**config.mk**
```make
export PLATFORM = sky130hd
export DESIGN_NAME = port_power_vbus_control
export DESIGN_NICKNAME = d
export VERILOG_FILES = /design/src/common/port_power_pkg.sv /design/src/core/signal_filter.sv /design/src/core/port_power_vbus_control.sv
export SDC_FILE = /design/constraint.sdc
export NUM_CORES = 1
export LEC_CHECK = 0
export ABC_AREA = 1
export BUFFER_PORTS_ARGS = -buffer_cell sky130_fd_sc_hd__buf_2
export CORE_UTILIZATION = 60
export CTS_CLUSTER_DIAMETER = 60
export CTS_CLUSTER_SIZE = 14
export DETAILED_ROUTE_END_ITERATION = 7
export PLACE_DENSITY_LB_ADDON = 0.3
export SYNTH_ARGS = -nofsm -noshare
export SYNTH_HDL_FRONTEND = slang
export SYNTH_SLANG_ARGS = --single-unit
```
**constraint.sdc**
```tcl
create_clock -name clk -period 2.2 [get_ports clk]
set_clock_uncertainty 0.15 [all_clocks]
set_input_delay 0.44 -clock clk [delete_from_list [all_inputs] [get_ports clk]]
set_output_delay 0.44 -clock clk [all_outputs]
set_load 0.1 [all_outputs]
```
**src/common/port_power_pkg.sv**
```systemverilog
package port_power_pkg;
  // Clock rate
  localparam int CLK_MHZ = 200;
  // Downstream port numbering
  localparam int FIRST_PORT = 2;
  localparam int LAST_PORT = 4;
  localparam int NUM_PORTS = LAST_PORT - FIRST_PORT + 1;
  // Upstream supply debounce, least time
  localparam int SUPPLY_DEBOUNCE_US = 100;
  localparam int SUPPLY_DEBOUNCE_CYCLES = SUPPLY_DEBOUNCE_US * CLK_MHZ;
  // Over-current glitch filter, least time
  localparam int OC_FILTER_NS = 1000;
  localparam int OC_FILTER_CYCLES = (OC_FILTER_NS * CLK_MHZ + 999) / 1000;
  // Cycles after release before the strap is taken
  localparam int STRAP_SETTLE_CYCLES = 4;
  localparam int STRAP_CNT_W = 3;
  // Reset values
  localparam logic RST_PULLUP = 1'b0;
  localparam logic RST_SUPPLY = 1'b0;
  localparam logic RST_POLARITY = 1'b1;
  localparam logic RST_OC_RAW = 1'b1;
endpackage

```
**src/core/signal_filter.sv**
```systemverilog
`timescale 1ns/1ps
module signal_filter #(
  parameter int CYCLES = 200,
  parameter logic INIT = 1'b0
) (
  input wire logic clk,
  input wire logic rst_n,
  input wire logic raw,
  output logic level,
  output logic rise,
  output logic fall
);
  localparam int CNT_W = $clog2(CYCLES + 1);
  localparam logic [CNT_W-1:0] LAST = CNT_W'(CYCLES - 1);

  logic meta;
  logic sync;
  logic [CNT_W-1:0] count;
  wire differs = sync != level;
  wire settled = differs && (count == LAST);

  // Two-stage synchroniser
  always_ff @(posedge clk or negedge rst_n) begin
    if (!rst_n) begin
      meta <= INIT;
      sync <= INIT;
    end else begin
      meta <= raw;
      sync <= meta;
    end
  end

  // Stable-time counter
  always_ff @(posedge clk or negedge rst_n) begin
    if (!rst_n) begin
      count <= '0;
    end else if (!differs || settled) begin
      count <= '0;
    end else begin
      count <= count + CNT_W'(1);
    end
  end

  always_ff @(posedge clk or negedge rst_n) begin
    if (!rst_n) begin
      level <= INIT;
      rise <= 1'b0;
      fall <= 1'b0;
    end else begin
      rise <= settled && sync;
      fall <= settled && !sync;
      if (settled) begin
        level <= sync;
      end
    end
  end
endmodule

```
**src/core/port_power_vbus_control.sv**
```systemverilog
`timescale 1ns/1ps
// Function
// - Pull-up applied only while supply present
// - One power enable per port 2-4
// - Strap one active high, zero active low
// - During reset enables inactive from live strap
// - Low-marked names asserted at low voltage
module port_power_vbus_control #(
  parameter int SUPPLY_DEBOUNCE = port_power_pkg::SUPPLY_DEBOUNCE_CYCLES,
  parameter int OC_FILTER = port_power_pkg::OC_FILTER_CYCLES,
  parameter bit OC_AUTO_OFF = 1'b1
) (
  input wire logic clk,
  input wire logic rst_n,
  input wire logic power_polarity_strap,
  input wire logic upstream_supply_sense,
  input wire logic [port_power_pkg::LAST_PORT:port_power_pkg::FIRST_PORT]
    overcurrent_sense_low,
  input wire logic [port_power_pkg::LAST_PORT:port_power_pkg::FIRST_PORT]
    port_power_request,
  input wire logic [port_power_pkg::LAST_PORT:port_power_pkg::FIRST_PORT]
    overcurrent_clear,
  output logic upstream_pullup_enable,
  output logic [port_power_pkg::LAST_PORT:port_power_pkg::FIRST_PORT]
    downstream_power_enable,
  output logic [port_power_pkg::LAST_PORT:port_power_pkg::FIRST_PORT]
    overcurrent_flag,
  output logic [port_power_pkg::LAST_PORT:port_power_pkg::FIRST_PORT]
    port_powered,
  output logic supply_present,
  output logic attach_event,
  output logic detach_event,
  output logic strap_active_high,
  output logic strap_ready
);
  localparam int LO = port_power_pkg::FIRST_PORT;
  localparam int HI = port_power_pkg::LAST_PORT;
  localparam logic [port_power_pkg::STRAP_CNT_W-1:0] SETTLE =
    port_power_pkg::STRAP_CNT_W'(port_power_pkg::STRAP_SETTLE_CYCLES);

  // Level for a port given asserted state and polarity
  function automatic logic [HI:LO] drive_level(
    input logic [HI:LO] on,
    input logic active_high
  );
    drive_level = active_high ? on : ~on;
  endfunction

  // Strap synchroniser
  logic strap_meta;
  logic strap_sync;
  logic [port_power_pkg::STRAP_CNT_W-1:0] strap_count;

  always_ff @(posedge clk or negedge rst_n) begin
    if (!rst_n) begin
      strap_meta <= port_power_pkg::RST_POLARITY;
      strap_sync <= port_power_pkg::RST_POLARITY;
    end else begin
      strap_meta <= power_polarity_strap;
      strap_sync <= strap_meta;
    end
  end

  wire strap_take = !strap_ready && (strap_count == SETTLE);
  wire strap_counting = !strap_ready && !strap_take;

  // Settle counter after release
  always_ff @(posedge clk or negedge rst_n) begin
    if (!rst_n) begin
      strap_count <= '0;
    end else if (strap_counting) begin
      strap_count <= strap_count + port_power_pkg::STRAP_CNT_W'(1);
    end
  end

  always_ff @(posedge clk or negedge rst_n) begin
    if (!rst_n) begin
      strap_ready <= 1'b0;
    end else if (strap_take) begin
      strap_ready <= 1'b1;
    end
  end

  // Captured polarity, kept until reset
  always_ff @(posedge clk or negedge rst_n) begin
    if (!rst_n) begin
      strap_active_high <= port_power_pkg::RST_POLARITY;
    end else if (strap_take) begin
      strap_active_high <= strap_sync;
    end
  end

  // New polarity on capture cycle, no stale glitch
  wire next_active_high = strap_take ? strap_sync : strap_active_high;

  // Upstream supply filter
  logic supply_level;
  logic supply_rise;
  logic supply_fall;

  signal_filter #(
    .CYCLES(SUPPLY_DEBOUNCE),
    .INIT(port_power_pkg::RST_SUPPLY)
  ) u_supply (
    .clk(clk),
    .rst_n(rst_n),
    .raw(upstream_supply_sense),
    .level(supply_level),
    .rise(supply_rise),
    .fall(supply_fall)
  );

  always_ff @(posedge clk or negedge rst_n) begin
    if (!rst_n) begin
      upstream_pullup_enable <= port_power_pkg::RST_PULLUP;
    end else begin
      upstream_pullup_enable <= supply_level && !supply_fall;
    end
  end

  // Filtered supply level
  always_ff @(posedge clk or negedge rst_n) begin
    if (!rst_n) begin
      supply_present <= port_power_pkg::RST_SUPPLY;
    end else begin
      supply_present <= supply_level;
    end
  end

  // Attach pulse
  always_ff @(posedge clk or negedge rst_n) begin
    if (!rst_n) begin
      attach_event <= 1'b0;
    end else begin
      attach_event <= supply_rise;
    end
  end

  // Detach pulse
  always_ff @(posedge clk or negedge rst_n) begin
    if (!rst_n) begin
      detach_event <= 1'b0;
    end else begin
      detach_event <= supply_fall;
    end
  end

  // Over-current input filters
  logic [HI:LO] oc_level_low;
  logic [HI:LO] oc_hit;

  genvar p;
  generate
    for (p = LO; p <= HI; p++) begin : g_oc
      signal_filter #(
        .CYCLES(OC_FILTER),
        .INIT(port_power_pkg::RST_OC_RAW)
      ) u_oc (
        .clk(clk),
        .rst_n(rst_n),
        .raw(overcurrent_sense_low[p]),
        .level(oc_level_low[p]),
        .rise(),
        .fall(oc_hit[p])
      );
    end
  endgenerate

  // Active-low sense inverted to asserted form
  wire [HI:LO] oc_active = ~oc_level_low;
  wire [HI:LO] oc_set = oc_hit | (oc_active & port_powered);

  // Sticky flags, set wins over clear
  always_ff @(posedge clk or negedge rst_n) begin
    if (!rst_n) begin
      overcurrent_flag <= '0;
    end else begin
      overcurrent_flag <= oc_set | (overcurrent_flag & ~overcurrent_clear);
    end
  end

  // Port is on when requested and not faulted
  wire [HI:LO] fault_block = OC_AUTO_OFF ? (overcurrent_flag | oc_set) :
    {port_power_pkg::NUM_PORTS{1'b0}};
  wire [HI:LO] next_powered = strap_ready ?
    (port_power_request & ~fault_block) : {port_power_pkg::NUM_PORTS{1'b0}};

  // Power only on request after reset
  always_ff @(posedge clk or negedge rst_n) begin
    if (!rst_n) begin
      port_powered <= '0;
    end else begin
      port_powered <= next_powered;
    end
  end

  logic [HI:LO] enable_pin;
  wire [HI:LO] next_pin = drive_level(next_powered, next_active_high);

  always_ff @(posedge clk or negedge rst_n) begin
    if (!rst_n) begin
      enable_pin <= '0;
    end else begin
      enable_pin <= next_pin;
    end
  end

  // Inactive level from live strap in reset
  wire [HI:LO] reset_level = drive_level({port_power_pkg::NUM_PORTS{1'b0}},
    power_polarity_strap);
  wire use_register = rst_n && strap_ready;

  assign downstream_power_enable = use_register ? enable_pin : reset_level;
endmodule

```
==> flow_metrics.env <==
export IMPL_switching_share=0.260
export IMPL_postSynthCellCount=352
export IMPL_clk_insertion_delay_late_ns=0.34
export IMPL_overflow=0
export IMPL_cts_resized=0
export IMPL_ir_worst_vdd_uv=550
export IMPL_drc=0
export IMPL_relSlewSlack=0.627
export IMPL_max_freq_mhz=526
export IMPL_crit_type="flop to output pin"
export IMPL_period_share=0.865
export IMPL_power_density_nw_per_um2=865
export IMPL_syn_nets=371
export IMPL_wl_met3_um=223
export IMPL_ant_nets=0
export IMPL_synth_seq_area_share=0.580
export IMPL_reg2reg_to="g_oc[3].u_oc.count[4]$_DFF_PN0_"
export IMPL_die_h_um=76.2
export IMPL_crit_cells=3
export IMPL_cts_buffers=9
export IMPL_diodes=0
export IMPL_wl_per_cell_um=12.1
export IMPL_vias=2371
export IMPL_final_nets=410
export IMPL_hold_class="input port to asynchronous set/reset pin"
export IMPL_p_leak_nw=1.85
export IMPL_wl_um=5620
export IMPL_rsz0062_at_grt="no"
export IMPL_worst_slew_pin_transition_ns=0.555
export IMPL_cp_cell_sequence="a21o_1 > nand2_1 > buf_12"
export IMPL_yosysTopAreaCell="dfrtp_1"
export IMPL_cts_tree="done"
export IMPL_wl_met2_um=2850
export IMPL_p_seq_frac=0.450
export IMPL_layout_drive_gt1_share=0.169
export IMPL_min_period_ns=1.90
export IMPL_setup_tns_final_ns=0
export IMPL_setup_viol=0
export IMPL_n_fill_cell=383
export IMPL_r2r_start="g_oc[3].u_oc.count[0]$_DFF_PN0_"
export IMPL_yosysUniqueCellTypes=26
export IMPL_crit_slowest_cell="dfrtp_2"
export IMPL_critical_path_arrival_ns=1.31
export IMPL_top_layer="met4"
export IMPL_grt_max_degree=39
export IMPL_grt_use_total=0.227
export IMPL_critPathCapture="downstream_power_enable[2]"
export IMPL_reg2reg_depth=6
export IMPL_grt_pass1_wl_um=10400
export IMPL_regArea_um2=1920
export IMPL_crit_fanout=9
export IMPL_drtIter0Drc=76
export IMPL_worstSetupStartpoint="strap_ready$_DFFE_PN0N_"
export IMPL_synthTopCellsByArea="dfrtp_1 (48%), dfstp_2 (9.5%), nor2_1 (8.3%), nand2_1 (6.9%), inv_1 (4.7%)"
export IMPL_clock_sinks=76
export IMPL_cts_max_path_buffers=2
export IMPL_yosys_warnings=0
export IMPL_cts_root_buffer="clkbuf_8"
export IMPL_io_pins=28
export IMPL_fp_row_count=26
export IMPL_critPathLaunchType="flop"
export IMPL_syn_area_per_cell_um2=9.39
export IMPL_dp_cells=449
export IMPL_ys_ff_latch=76
export IMPL_stdcell_count=466
export IMPL_fin_util=0.739
export IMPL_end_kind="output pin"
export IMPL_htree_levels=3
export IMPL_finalHoldViolations=0
export IMPL_critPathMaxStageDelay_ns=0.48
export IMPL_wl_met1_um=2480
export IMPL_antenna_found_initial=0
export IMPL_cts_setup_buffers=0
export IMPL_hpwlAfterDp_um=3820
export IMPL_drv_slew=0
export IMPL_dr_pass1_iters=4
export IMPL_clkPwrFrac=0.421
export IMPL_crit_family="flip-flops"
export IMPL_outcome="finished, final reports clean"
export IMPL_rrSetupSlack_ns=0.56
export IMPL_internal_power_w=0.00246
export IMPL_grt_pass1_vias=2429
export IMPL_portBuffers=27
export IMPL_worst_ep_required_time_ns=1.61
export IMPL_p_sw_w=0.000865
export IMPL_clk_pin_slew_ns=0.08
export IMPL_dieArea_um2=5810
export IMPL_die_w_um=76.2
export IMPL_synth_top_area_share=0.485
export IMPL_place_ws_ns=0.541
export IMPL_vias_per_cell=5.09
export IMPL_fin_ws_ns=0.298
export IMPL_netlist_area_um2=3300
export IMPL_initial_core_util=0.635
export IMPL_power_share_combinational=0.129
export IMPL_gp_congestion=0.893
export IMPL_core_area_um2=5200
export IMPL_multi_input_area_um2=1210
export IMPL_path_buf_inv=1
export IMPL_area_growth_syn_to_layout_pct=16.4
export IMPL_drv_cap=0
[area by class of cell]
cell class / instances / area share
Tap cell: 70 / 0.0228
Clock inverter: 6 / 0.0351
Multi-Input combinational cell: 233 / 0.314
Inverter: 41 / 0.0400
Clock buffer: 10 / 0.0358
Timing Repair Buffer: 30 / 0.0540
Sequential cell: 76 / 0.499
[sequential cells by signal, indices dropped and copies added (netlist names), 3 cells and up]
signal / flops
g_oc.u_oc.count: 24
u_supply.count: 15
enable_pin: 3
g_oc.u_oc.fall: 3
g_oc.u_oc.level: 3
g_oc.u_oc.meta: 3
g_oc.u_oc.sync: 3
overcurrent_flag: 3
port_powered: 3
strap_count: 3
[logic make-up after synthesis]
| group | count (synthesis) | share of synthesized area |
|---|---|---|
| AO/OA/AOI/OAI | 17 | 0.0322 |
| XOR/XNOR | 24 | 0.0636 |
| adder cells (fa/ha/maj) | 6 | 0.0227 |
| buffers and inverters | 43 | 0.0545 |
| flip-flops | 76 | 0.580 |
| AND/OR/NAND/NOR | 186 | 0.247 |
[worst reg2reg max path: stages, from the launching register on]
cell and delay (ns):
dfrtp_1 0.39, ha_1 0.19, nand2_1 0.07, inv_1 0.10
nand3_1 0.15, o21ai_1 0.34, nor2_1 0.11
[power by group through the flow]
stage | Combinational (W) | Sequential [W] | Clock [W]
finish | 0.000430 | 0.00150 | 0.00140
global route | 0.000460 | 0.00151 | 0.00148
CTS | 0.000436 | 0.00150 | 0.00143
detailed placement | 0.000433 | 0.00152 | 0
global placement | 0.000427 | 0.00152 | 0
floorplan | 0.000152 | 0.00168 | 0
[metrics by stage]
step	area [µm²]	total power [W]	hold WS, ns
global placement	3560	0.00195	0.183
detailed placement	3560	0.00196	0.185
global route	3850	0.00345	0.0211
CTS	3850	0.00337	0.0236
floorplan	3310	0.00184	-0.00559
finish	3850	0.00333	0.0261
[layout by cell type (no fill, tap or decap), types with 9 or more instances in the layout]
cell type / instances
clkbuf_8: 10
inv_1: 41
nand4_1: 9
dfrtp_1: 63
nand3_1: 27
dfstp_2: 12
nor2_1: 73
nand2_1: 61
buf_2: 23
xor2_1: 17
[routing by layer]
layer,up-vias,GRT usage
li1,1183,-
met1,1133,0.270
met2,46,0.395
met3,9,0.0647
met4,0,0.0769
met5,-,0
[cells in the mapped netlist, drive strengths merged]
| library cell | count |
|---|---|
| a21o | 4 |
| o21ai | 9 |
| ha | 6 |
| nor2 | 76 |
| a21oi | 1 |
| buf | 2 |
| nand4 | 9 |
| nand2 | 63 |
| nor3b | 1 |
| nand3 | 30 |
| nor3 | 7 |
| dfrtp | 64 |
| xnor2 | 7 |
| inv | 41 |
| xor2 | 17 |
| dfstp | 12 |
| o21bai | 3 |
[how the worst min path moves through the flow]
stage                     cells past startpoint                startpoint                          end  slack (ns)
after detailed placement                      0   u_supply.rise$_DFF_PN0_       attach_event$_DFF_PN0_        0.18
after CTS                                     1  overcurrent_sense_low[2]  g_oc[2].u_oc.meta$_DFF_PN1_        0.02
after floorplan                               0                     rst_n       attach_event$_DFF_PN0_      -0.006
after global placement                        0   u_supply.meta$_DFF_PN0_      u_supply.sync$_DFF_PN0_        0.18
after global routing                          1  overcurrent_sense_low[2]  g_oc[2].u_oc.meta$_DFF_PN1_        0.02
final                                         2                     rst_n      enable_pin[4]$_DFF_PN0_        0.03
[repair_timing]
| action | in CTS | in global routing |
|---|---|---|
| endpoints found under the hold margin | 1 | 0 |
| hold buffers | 1 | 0 |
| endpoints found under the setup margin | 0 | 0 |
Power figures use the tool's default switching activity.
